[src/hw/vfis_pkg.sv]
// Package for the vectored fast interrupt sequencer: register map, field layout,
// sequencer states and the carriers shared by the core-facing ports.
// Assumes a single 200 MHz core clock; register offsets are word indices, AHB-Lite byte address = 4*index.
package vfis_pkg;
   localparam int         NUM_LEVELS   = 8;
   localparam int         SRC_PER_LVL  = 4;
   localparam int         NUM_SRC      = NUM_LEVELS * SRC_PER_LVL;
   localparam int         ADDR_W       = 12;
   // Printed offsets DA/DB are not multiples of four: kept as indices, byte addr = 4*index
   localparam logic [7:0] FVP_HIGH_IDX = 8'hda;
   localparam logic [7:0] FVP_LOW_IDX  = 8'hdb;
   localparam logic [7:0] LVL_MASK_IDX = 8'hdd;
   localparam logic [7:0] SYS_MODE_IDX = 8'hde;
   localparam logic [7:0] LVL_REQ_IDX  = 8'hdc;
   localparam logic [7:0] SRC_EN_IDX   = 8'he0;
   localparam logic [7:0] SW_PEND_IDX  = 8'he1;
   localparam logic [7:0] STATUS_IDX   = 8'he2;
   // system_mode_reg fields
   localparam int         GEN_BIT      = 0;
   localparam int         FEN_BIT      = 1;
   localparam int         FLS_LSB      = 2;
   // Fast status bit inside the shadow flags
   localparam int         FAST_STAT_BIT = 0;
   localparam logic [7:0] VEC_AREA_MAX = 8'hff;
   localparam logic [7:0] VEC_BASE     = 8'h00;
   localparam logic [7:0] VEC_STRIDE   = 8'h02;
   localparam int         NORMAL_ENTRY_CYC = 16;
   localparam int         FAST_ENTRY_CYC   = 6;
   localparam logic [4:0] NORMAL_PAD   = 5'h0a;  // Idle cycles after the ack and the 5 bus steps
   localparam logic [31:0] RSVD_ZERO   = 32'h0000_0000;

   typedef enum logic [3:0] {
      VFIS_IDLE      = 4'h0,
      VFIS_ACK       = 4'h1,
      VFIS_PUSH_PCL  = 4'h2,
      VFIS_PUSH_PCH  = 4'h3,
      VFIS_PUSH_FLG  = 4'h4,
      VFIS_FETCH_HI  = 4'h5,
      VFIS_FETCH_LO  = 4'h6,
      VFIS_PAD       = 4'h7,
      VFIS_FAST      = 4'h8,
      VFIS_BRANCH    = 4'h9,
      VFIS_RET_POPF  = 4'ha,
      VFIS_RET_POPH  = 4'hb,
      VFIS_RET_POPL  = 4'hc,
      VFIS_RET_DONE  = 4'hd
   } vfis_state_t;

   typedef enum logic [1:0] {
      VFIS_OP_NONE  = 2'h0,
      VFIS_OP_PUSH  = 2'h1,
      VFIS_OP_POP   = 2'h2,
      VFIS_OP_FETCH = 2'h3
   } vfis_op_t;

   // Request to the core's memory/stack port
   typedef struct packed {
      vfis_op_t    op;
      logic [15:0] addr;
      logic [7:0]  data;
   } vfis_mem_req_t;

   // What the core reports about itself
   typedef struct packed {
      logic        instr_end;
      logic        return_from_interrupt;
      logic        ei;
      logic        di;
      logic [15:0] pc;
      logic [7:0]  flags;
   } vfis_core_t;

   // Load commands to the core
   typedef struct packed {
      logic        load_pc;
      logic [15:0] pc;
      logic        load_flags;
      logic [7:0]  flags;
      logic        done;
   } vfis_core_cmd_t;
endpackage : vfis_pkg

[src/hw/vfis_sequencer.sv]
// Interrupt sequencer for an 8-bit core: pending bits, enables, priority, vectored
// and fast entry, and return.  Registers over AHB-Lite, one word per register.
// Assumes the core stalls between instr_end and cmd.done and answers mem requests
// with mem_ready; all inputs are synchronous to hclk.
//
// Added by the designer: the AHB-Lite register port.
`timescale 1ns/1ps
`default_nettype none
module vfis_sequencer
   import vfis_pkg::*;
#(
   parameter logic [NUM_SRC-1:0] HW_CLEARED = 32'h0000_00f7
) (
   input  wire logic                   hclk,        // Core clock
   input  wire logic                   hresetn,     // Async reset, active low
   input  wire logic                   hsel,        // AHB select
   input  wire logic [ADDR_W-1:0]      haddr,       // AHB address
   input  wire logic [1:0]             htrans,      // AHB transfer type
   input  wire logic                   hwrite,      // AHB write
   input  wire logic [2:0]             hsize,       // AHB size
   input  wire logic                   hready,      // AHB bus ready
   input  wire logic [31:0]            hwdata,      // AHB write data
   output logic [31:0]                 hrdata,      // AHB read data
   output logic                        hreadyout,   // AHB slave ready
   output logic                        hresp,       // AHB response
   input  wire logic [NUM_SRC-1:0]     src_event,   // One-cycle request pulses
   input  wire logic [NUM_SRC-1:0]     sw_clear,    // Peripheral clears its pending bit
   input  wire logic                   [7:0] fast_flags_unused_n, // Tie high
   input  wire vfis_pkg::vfis_core_t   core,        // Core status
   output vfis_pkg::vfis_core_cmd_t    cmd,         // Loads into the core
   output vfis_pkg::vfis_mem_req_t     mem_req,     // Stack / ROM request
   input  wire logic                   mem_ready,   // Request done this cycle
   input  wire logic [7:0]             mem_rdata,   // Popped or fetched byte
   output logic                        irq_pulse,   // Pulse on new request
   output logic                        int_ack,     // interrupt_acknowledge pulse
   output logic [7:0]                  vec_addr,    // Vector address of source
   output logic                        busy         // Sequencer active, core stalled
);
   localparam logic [5:0] PTR_W = 6'h20;

   function automatic logic [ADDR_W-1:0] reg_addr(input logic [7:0] idx);
      reg_addr = ADDR_W'({idx, 2'b00});
   endfunction : reg_addr

   function automatic logic [7:0] vec_of(input logic [4:0] src);
      vec_of = VEC_BASE + src * VEC_STRIDE;
   endfunction : vec_of

   function automatic logic [2:0] lvl_of(input logic [4:0] src);
      lvl_of = 3'(src / SRC_PER_LVL);
   endfunction : lvl_of

   logic [NUM_SRC-1:0] pend_r, pend_nxt;
   logic [NUM_SRC-1:0] src_en_r, src_en_nxt;
   logic [7:0]         mask_r, mask_nxt;
   logic               gen_r, gen_nxt;
   logic               fen_r, fen_nxt;
   logic [2:0]         fls_r, fls_nxt;
   logic [15:0]        fvp_r, fvp_nxt;
   logic [7:0]         shadow_r, shadow_nxt;
   logic [4:0]         src_r, src_nxt;
   logic [15:0]        tmp_r, tmp_nxt;
   logic [4:0]         cnt_r, cnt_nxt;
   vfis_state_t        st_r, st_nxt;
   logic               wr_ph_r, wr_ph_nxt;
   logic [7:0]         wr_idx_r, wr_idx_nxt;
   logic [31:0]        hrdata_r, hrdata_nxt;

   // Bus address phase
   logic       ap_valid;
   logic [7:0] ap_idx;
   assign ap_valid = hsel & hready & htrans[1];
   // Upper address bits are ignored, so the register map repeats across the select
   assign ap_idx   = 8'(haddr[ADDR_W-1:2]);
   assign hreadyout = 1'b1;
   assign hresp     = 1'b0;
   assign hrdata    = hrdata_r;

   // Priority: level 0 highest, then lowest source index inside a level
   logic [NUM_SRC-1:0] eligible;
   logic               win_valid;
   logic [4:0]         win_src;
   always_comb begin
      win_valid = 1'b0;
      win_src   = '0;
      for (int i = 0; i < NUM_SRC; i++) begin
         eligible[i] = pend_r[i] & src_en_r[i] & mask_r[lvl_of(5'(i))];
      end
      for (int i = NUM_SRC-1; i >= 0; i--) begin
         if (eligible[i]) begin
            win_valid = 1'b1;
            win_src   = 5'(i);
         end
      end
   end

   logic take;
   logic is_fast;
   assign take    = (st_r == VFIS_IDLE) & core.instr_end & gen_r & win_valid;
   assign is_fast = fen_r & (lvl_of(win_src) == fls_r);

   // Registered outputs and the fast choice frozen at acceptance
   logic       is_fast_r, is_fast_nxt;
   logic       irq_nxt;
   logic       ack_nxt;
   logic [7:0] vec_nxt;
   always_comb begin
      is_fast_nxt = is_fast_r;
      vec_nxt     = vec_addr;
      irq_nxt     = |(src_event & ~pend_r);
      ack_nxt     = take;
      if (take) begin
         is_fast_nxt = is_fast;
         vec_nxt     = vec_of(win_src);
      end
   end

   // Bus group: read data is registered, a write lands in the following data phase
   always_comb begin
      wr_ph_nxt  = ap_valid & hwrite;
      wr_idx_nxt = ap_idx;
      hrdata_nxt = hrdata_r;
      if (ap_valid & ~hwrite) begin
         unique case (ap_idx)
            FVP_HIGH_IDX: hrdata_nxt = {24'h0, fvp_r[15:8]};
            FVP_LOW_IDX:  hrdata_nxt = {24'h0, fvp_r[7:0]};
            LVL_MASK_IDX: hrdata_nxt = {24'h0, mask_r};
            SYS_MODE_IDX: hrdata_nxt = {27'h0, fls_r, fen_r, gen_r};
            LVL_REQ_IDX: begin
               hrdata_nxt = RSVD_ZERO;
               for (int l = 0; l < NUM_LEVELS; l++)
                  hrdata_nxt[l] = |pend_r[l*SRC_PER_LVL+:SRC_PER_LVL];
            end
            SRC_EN_IDX:   hrdata_nxt = src_en_r;
            SW_PEND_IDX:  hrdata_nxt = pend_r & ~HW_CLEARED;
            STATUS_IDX:   hrdata_nxt = {19'h0, shadow_r, 1'b0, st_r};
            default:      hrdata_nxt = RSVD_ZERO;
         endcase
      end
   end

   // Register and pending state
   always_comb begin
      pend_nxt   = (pend_r | src_event) & ~sw_clear;
      pend_nxt   = pend_nxt | (src_event & sw_clear);
      src_en_nxt = src_en_r;
      mask_nxt   = mask_r;
      gen_nxt    = gen_r;
      fen_nxt    = fen_r;
      fls_nxt    = fls_r;
      fvp_nxt    = fvp_r;
      if (core.ei) gen_nxt = 1'b1;
      if (core.di) gen_nxt = 1'b0;
      if (wr_ph_r) begin
         unique case (wr_idx_r)
            FVP_HIGH_IDX: fvp_nxt[15:8] = hwdata[7:0];
            FVP_LOW_IDX:  fvp_nxt[7:0]  = hwdata[7:0];
            LVL_MASK_IDX: mask_nxt      = hwdata[7:0];
            SYS_MODE_IDX: begin
               gen_nxt = hwdata[GEN_BIT];
               fen_nxt = hwdata[FEN_BIT];
               fls_nxt = hwdata[FLS_LSB+:3];
            end
            SRC_EN_IDX:   src_en_nxt    = hwdata;
            SW_PEND_IDX:  pend_nxt      = pend_nxt & (hwdata | HW_CLEARED) | src_event;
            default:      ;
         endcase
      end
      if (take) begin
         gen_nxt = 1'b0;
         // A fresh event in the acknowledge cycle re-arms the bit: set wins
         if (HW_CLEARED[win_src]) pend_nxt[win_src] = src_event[win_src];
      end
      // Swap: the interrupted PC parks in the pointer until the fast return
      if (st_r == VFIS_FAST) fvp_nxt = core.pc;
      if (st_r == VFIS_IDLE && core.return_from_interrupt && shadow_r[FAST_STAT_BIT]) begin
         fvp_nxt = core.pc;
         gen_nxt = 1'b1;
      end
      if (st_r == VFIS_RET_DONE) gen_nxt = 1'b1;
   end

   // Sequencer
   always_comb begin
      st_nxt     = st_r;
      src_nxt    = src_r;
      tmp_nxt    = tmp_r;
      cnt_nxt    = cnt_r;
      shadow_nxt = shadow_r;
      cmd        = '0;
      mem_req    = '0;
      unique case (st_r)
         VFIS_IDLE: begin
            if (take) begin
               src_nxt = win_src;
               st_nxt  = VFIS_ACK;
            end else if (core.return_from_interrupt) begin
               if (shadow_r[FAST_STAT_BIT]) begin
                  cmd.load_pc    = 1'b1;
                  cmd.pc         = fvp_r;
                  cmd.load_flags = 1'b1;
                  cmd.flags      = shadow_r;
                  cmd.flags[FAST_STAT_BIT] = 1'b0;
                  cmd.done       = 1'b1;
                  shadow_nxt[FAST_STAT_BIT] = 1'b0;
               end else begin
                  st_nxt = VFIS_RET_POPF;
               end
            end
         end
         VFIS_ACK: begin
            // Fast choice was frozen at acceptance, so a select write now is harmless
            if (is_fast_r) begin
               st_nxt = VFIS_FAST;
            end else begin
               st_nxt = VFIS_PUSH_PCL;
            end
            cnt_nxt = '0;
         end
         VFIS_PUSH_PCL: begin
            mem_req = '{op: VFIS_OP_PUSH, addr: 16'h0, data: core.pc[7:0]};
            if (mem_ready) st_nxt = VFIS_PUSH_PCH;
         end
         VFIS_PUSH_PCH: begin
            mem_req = '{op: VFIS_OP_PUSH, addr: 16'h0, data: core.pc[15:8]};
            if (mem_ready) st_nxt = VFIS_PUSH_FLG;
         end
         VFIS_PUSH_FLG: begin
            mem_req = '{op: VFIS_OP_PUSH, addr: 16'h0, data: core.flags};
            if (mem_ready) st_nxt = VFIS_FETCH_HI;
         end
         VFIS_FETCH_HI: begin
            mem_req = '{op: VFIS_OP_FETCH, addr: {8'h0, vec_of(src_r)}, data: 8'h0};
            if (mem_ready) begin
               tmp_nxt[15:8] = mem_rdata;
               st_nxt = VFIS_FETCH_LO;
            end
         end
         VFIS_FETCH_LO: begin
            mem_req = '{op: VFIS_OP_FETCH, addr: {8'h0, vec_of(src_r) | 8'h01}, data: 8'h0};
            if (mem_ready) begin
               tmp_nxt[7:0] = mem_rdata;
               st_nxt  = VFIS_PAD;
               cnt_nxt = '0;
            end
         end
         VFIS_PAD: begin
            // Pads vectored entry out to its documented length
            cnt_nxt = cnt_r + 5'h01;
            if (cnt_r == NORMAL_PAD - 5'h01) st_nxt = VFIS_BRANCH;
         end
         VFIS_FAST: begin
            tmp_nxt    = fvp_r;
            shadow_nxt = core.flags;
            shadow_nxt[FAST_STAT_BIT] = 1'b1;
            st_nxt     = VFIS_BRANCH;
         end
         VFIS_BRANCH: begin
            cmd.load_pc = 1'b1;
            cmd.pc      = tmp_r;
            cmd.done    = 1'b1;
            st_nxt      = VFIS_IDLE;
         end
         VFIS_RET_POPF: begin
            mem_req = '{op: VFIS_OP_POP, addr: 16'h0, data: 8'h0};
            if (mem_ready) begin
               cmd.load_flags = 1'b1;
               cmd.flags      = mem_rdata;
               st_nxt = VFIS_RET_POPH;
            end
         end
         VFIS_RET_POPH: begin
            mem_req = '{op: VFIS_OP_POP, addr: 16'h0, data: 8'h0};
            if (mem_ready) begin
               tmp_nxt[15:8] = mem_rdata;
               st_nxt = VFIS_RET_POPL;
            end
         end
         VFIS_RET_POPL: begin
            mem_req = '{op: VFIS_OP_POP, addr: 16'h0, data: 8'h0};
            if (mem_ready) begin
               tmp_nxt[7:0] = mem_rdata;
               st_nxt = VFIS_RET_DONE;
            end
         end
         VFIS_RET_DONE: begin
            cmd.load_pc = 1'b1;
            cmd.pc      = tmp_r;
            cmd.done    = 1'b1;
            st_nxt      = VFIS_IDLE;
         end
         default: st_nxt = VFIS_IDLE;
      endcase
   end

   // State registers only; every next value comes from the groups above
   always_ff @(posedge hclk or negedge hresetn) begin
      if (!hresetn) begin
         pend_r    <= '0;
         src_en_r  <= '0;
         mask_r    <= '0;
         gen_r     <= 1'b0;
         fen_r     <= 1'b0;
         fls_r     <= '0;
         fvp_r     <= '0;
         shadow_r  <= '0;
         src_r     <= '0;
         tmp_r     <= '0;
         cnt_r     <= '0;
         st_r      <= VFIS_IDLE;
         wr_ph_r   <= 1'b0;
         wr_idx_r  <= '0;
         hrdata_r  <= '0;
         is_fast_r <= 1'b0;
         irq_pulse <= 1'b0;
         int_ack   <= 1'b0;
         vec_addr  <= '0;
      end else begin
         pend_r    <= pend_nxt;
         src_en_r  <= src_en_nxt;
         mask_r    <= mask_nxt;
         gen_r     <= gen_nxt;
         fen_r     <= fen_nxt;
         fls_r     <= fls_nxt;
         fvp_r     <= fvp_nxt;
         shadow_r  <= shadow_nxt;
         src_r     <= src_nxt;
         tmp_r     <= tmp_nxt;
         cnt_r     <= cnt_nxt;
         st_r      <= st_nxt;
         wr_ph_r   <= wr_ph_nxt;
         wr_idx_r  <= wr_idx_nxt;
         hrdata_r  <= hrdata_nxt;
         is_fast_r <= is_fast_nxt;
         irq_pulse <= irq_nxt;
         int_ack   <= ack_nxt;
         vec_addr  <= vec_nxt;
      end
   end

   // Core must stay stalled while busy; a return is only taken when idle
   assign busy = (st_r != VFIS_IDLE);
endmodule : vfis_sequencer
`default_nettype wire

[config.mk]
export PLATFORM = sky130hd
export DESIGN_NAME = vfis_sequencer
export DESIGN_NICKNAME = d
export VERILOG_FILES = /design/src/hw/vfis_pkg.sv /design/src/hw/vfis_sequencer.sv
export SDC_FILE = /design/constraint.sdc
export NUM_CORES = 1
export LEC_CHECK = 0
export ABC_AREA = 1
export BUFFER_PORTS_ARGS = -buffer_cell sky130_fd_sc_hd__buf_2
export CORE_AREA = 2 2 148 150
export CTS_BUF_LIST = sky130_fd_sc_hd__clkbuf_8
export DETAILED_ROUTE_END_ITERATION = 12
export DIE_AREA = 0 0 150 152
export PLACE_DENSITY = 0.7
export SKIP_LAST_GASP = 1
export SYNTH_ARGS = -nofsm -noshare
export SYNTH_HDL_FRONTEND = slang
export SYNTH_SLANG_ARGS = --single-unit
[constraint.sdc]
create_clock -name hclk -period 6.4 [get_ports hclk]
set_input_delay 0.96 -clock hclk [delete_from_list [all_inputs] [get_ports hclk]]
set_output_delay 0.96 -clock hclk [all_outputs]
set_load 0.1 [all_outputs]
# == Word level (Yosys, flattened, before mapping) ==
# Memory sizes are Yosys's and may differ from the RTL's.
# Index checks and enable logic that the tools add are counted.
# totals
regBits,180
rom_bits,32
inputBits,163
out_inout_bits,98
mem_count,1
# classes
addsub,1
order_cmp,2
n_eq_ne,44
mux,117
bitwise_logic,82
reduce_logical,36
# mem_list
memory,words,word_bits,rd,rd_ports_with_merged_regs,write_ports,line,text
(no name shown),32,1,1,0,0,vfis_sequencer.sv:172,if (HW_CLEARED[win_src]) pend_nxt[win_src] = src_event[win_src];
# ops
op,count
$pmux W32 S8,1
$mux W5,33
$pmux W26 S6,1
$and A32 B32 Y32,4
$mux W32,4
$eq A8 B8 Y1 const B,14
$or A32 B32 Y32,3
$mux W27,3
$and A1 B1 Y1,72
$not A32 Y32,2
$mux W4,13
$mux W16,3
$pmux W4 S12,1
$mux W1,44
$pmux W17 S2,1
$bwmux W32,1
$pmux W8 S2,2
$reduce_or A32 Y1,1
$reduce_or A4 Y1,8
$eq A4 B4 Y1 const B,6
$mux W8,3
$ne A2 B2 Y1 const B,11
$pmux W9 S2,1
$reduce_and A2 Y1,9
25 further kinds,41

# == Longest topological paths before layout ==
# logic_depth
word_depth,41
ltp_mapped,41
depth_no_buf,41

# == Least setup slack after synthesis ==
# No wires, ideal clock.
# synth_path
path_type,flip-flop to output port
start,register st_r[0]
end,output port cmd[5] in the netlist's numbering
arrival_time_ps,4023
slack_ps,1417
stages_incl_launch_ff,9
path_buffers,1
path_cell_list,dfrtp_1 nor2_1 inv_1 nor2_1 inv_1 nor2_1 nand3_1 clkbuf_1 o21ai_0
# synth_lines
item,line,text
start: declaration,vfis_sequencer.sv:64,"vfis_state_t st_r, st_nxt;"
start signal: assignment,vfis_sequencer.sv:330,st_r <= st_nxt;
end: declaration,vfis_sequencer.sv:30,"output vfis_pkg::vfis_core_cmd_t cmd,"

==> reports/metrics.cfg <==
[outcome]
run_status = complete, no violations

[worst_hold_path]
hold_class = flip-flop to flip-flop
min_from = hrdata[1]

[synth]
synth_top_family_by_area = simple AND/OR/NAND/NOR gates
yosysWarningCount = 0
synth-simple-area-share_pct = 23.2
async_flop_share_pct = 100
syn_area_mm2 = 0.00986
muxShareOfSynthArea_pct = 2.74
avgSynthCellArea_um2 = 7.89
synthXorXnorAreaFrac_pct = 0.178
synth_fa_ha_area_share_pct = 0.254
ys_ff_latch = 180
netlist_instances = 1250
yosys_most_used_dff = dfrtp_1
synth_edf_count = 0
synth_compound_area_share_pct = 19.3
synth_cell_types = 46
ys_seq_area_share_pct = 45.7

[die]
dieWidth_um = 150
initial_utilization_pct = 46.2
core-area_mm2 = 0.0214
rows = 54
io_pins = 261
fp.dieH_um = 152
dieArea_mm2 = 0.0228

[clock_network]
cts_setup_buffers = 0
clock_sinks = 180
clock_latency_ps = 490
cts_made_buffers = 17
cts_htree_levels = 4
hold_buffers = 0
cts.reportedPaths.clkPinSlew_ps = 110
cts_root_buffer = clkbuf_8
clockBufferDepth = 2
cts_tree = done
ctsResizeCount = 0

[route]
drt.antenna.violating_nets = 0
vias = 10029
drc = 0
dr.pass1.iters = 6
routed_wirelength_um = 32800
via_per_inst = 5.67
wl_per_cell_um = 18.5
drt_iter0_drc = 1051

[final_layout]
final_common_cell = nand2_1
finalNetCount = 1639
post-route-util_pct = 54.7
final_cell_mix = 307 x nand2_1, 228 x buf_2, 180 x dfrtp_1, 153 x inv_1, 112 x o21ai_0
syn_to_final_growth_pct = 18.5
drive_above_1_share_pct = 21.3

[sta]
hold_viol = 0
fin_crit_sh_pct = 77.7
period_needed_ps = 4970
setup-tns-final_ps = 0
tightest_slew_ps = 1110
fin_worst_skew_ps = 11.7
rsz0062_at_grt = no
finalMaxSlewViolations = 0
slew_headroom_pct = 25.5
clock.fmax_ghz = 0.201
setup_violations = 0

[power]
p_comb_share_pct = 44.3
p_leak_nw = 6.04
power_frac_seq_pct = 35.4
pwr_density_cell_mw_per_mm2 = 347
pwr-share-clk_pct = 20.3
p_int_mw = 2.04
ir_worst_vdd_uv = 277
p_sw_mw = 2.02
switching_share_pct = 49.8

[global_routing]
grt_start_max_net_pins = 76
grt_pass1_wl_um = 50600
antenna_found_initial = 3
grt_pass1_vias = 9136
gr-total-overflow = 0
grt_use_total_pct = 28.7

[worst_setup_path]
crit_path_start_kind = flip-flop
arrival_ps = 4010
slowest_stage = nand3_1
crit_path_frequent_cell = nor2_1
required_ps = 5440
crit_start = mask_r[0]
path_cells = nand3_1 > nand2_1 > nor2_1 > nand2_1 > nor2_1 > a21oi_1 > nor2_1 > nand3_1 > o22ai_1 > buf_2
end_kind = output pin
path_delay_family = simple AND/OR/NAND/NOR gates
cp_max_fo = 25
slowest_delay_ps = 750
timing.rr.start = mask_r[6]
criticalPathCategory = flip-flop to output pin
cp_num_buf_inv = 1

[placed_design]
numPortBuffers = 229
place_congestion = 0.937
dpl.hpwl_um = 25000

[flow_run]
cap_violations = 0

==> per-layer routing <==
metal | wire length (um) | vias to the layer above | global-route usage (%) | share of wire, %
met4 | 1010 | 0 | 10.3 | 3.1
met3 | 3010 | 70 | 5.44 | 9.2
met2 | 14900 | 524 | 43.2 | 46
li1 | - | 4689 | - | -
met1 | 13800 | 4746 | 41.4 | 42
met5 | 0 | - | 0 | 0
==> cell type report <==
cell class              count  area (um2)
fillers                  2095        9670
multi-input cells         874        4570
flip-flops and latches    180        4500
repair buffers            242        1250
inverters                 159         597
well taps                 280         350
clock buffers              17         234
clock inverters            15         173
diodes                      3        7.51
==> worst paths after layout <==
| path | endpoint | slack [ps] | depth (start not counted) |
|---|---|---|---|
| worst max-delay path | cmd[24] | 1430 | 10 |
| worst min-delay path | hrdata[1] | 480 | 2 |
| worst max register to register | pend_r[2] | 2790 | 23 |
| worst min register to register | hrdata[1] | 480 | 2 |
| max in group asynchronous | src_en_r[28] | 4620 | 2 |
| min in group asynchronous | cnt_r[0] | 490 | 1 |
==> synthesized netlist by cell type, drive strengths merged (5+ instances only) <==
cell | number | area [um2]
a21oi | 22 | 110
a221oi | 8 | 70.1
a22o | 12 | 105
a22oi | 7 | 52.6
buf | 19 | 134
clkbuf | 31 | 116
dfrtp | 180 | 4500
inv | 156 | 586
mux2 | 24 | 270
nand2 | 313 | 1240
nand3 | 70 | 360
nand3b | 5 | 37.5
nand4 | 24 | 150
nor2 | 96 | 365
nor3 | 13 | 65.1
nor4 | 5 | 31.3
o2111ai | 7 | 61.3
o211ai | 34 | 255
o21ai | 114 | 571
o21bai | 11 | 82.6
o22ai | 39 | 244
o31ai | 29 | 218
o41ai | 8 | 70.1
==> worst reg2reg max path: stages, from the launching register on <==
cell and delay [ps]:
dfrtp_1 500, nand3_1 140, nand2_1 110, a31oi_1 180, o21bai_1 80, a31oi_1 140, nor2_1 60, nor2_1 80
nor2_1 50, nor2_1 80, nor2_1 60, nor2_1 90, o21bai_1 80, nand3_2 280, clkinv_1 560, nand4_1 290
nand2_1 70, nand3b_1 160, nand2_1 60, nand2_1 60, nor2_2 150, nand2_2 110, nand2_1 70, nand2_1 50
==> stage by stage <==
stage | area (um2) | setup slack [ps] | hold WS (ps) | power [mW] | std cells
after floorplan | 9910 | 1420 | 470 | 2.81 | 1263
final | 11700 | 1430 | 484 | 4.06 | 1770
after CTS | 11700 | 1470 | 487 | 4.06 | 1767
after global placement | 11300 | 2040 | 458 | 3.21 | 1735
after global routing | 11700 | 1260 | 500 | 4.27 | 1769
after detailed placement | 11300 | 1970 | 460 | 3.24 | 1735
==> flip-flops by register name, indices dropped and copies added (netlist names) <==
signal,count
hrdata,32
pend_r,32
src_en_r,32
fvp_r,16
tmp_r,16
mask_r,8
shadow_r,8
wr_idx_r,8
cnt_r,5
src_r,5
vec_addr,5
st_r,4
fls_r,3
fen_r,1
gen_r,1
int_ack,1
irq_pulse,1
is_fast_r,1
wr_ph_r,1
==> cells by family after synthesis <==
kind of cell | count (synthesis)
multiplexers | 24
buffers and inverters | 209
AND/OR/NAND/NOR | 532
flip-flops | 180
adder cells (fa/ha/maj) | 2
XOR/XNOR | 2
AO/OA/AOI/OAI | 299
other | 2
==> power by group through the flow <==
| stage | Clock (mW) | Sequential [mW] | Combinational, mW |
|---|---|---|---|
| floorplan | 0 | 1.49 | 1.32 |
| global placement | 0 | 1.45 | 1.76 |
| detailed placement | 0 | 1.46 | 1.79 |
| CTS | 0.834 | 1.43 | 1.79 |
| global route | 0.878 | 1.46 | 1.94 |
| finish | 0.823 | 1.44 | 1.80 |
Note: power is estimated with default switching activity, not from simulation.
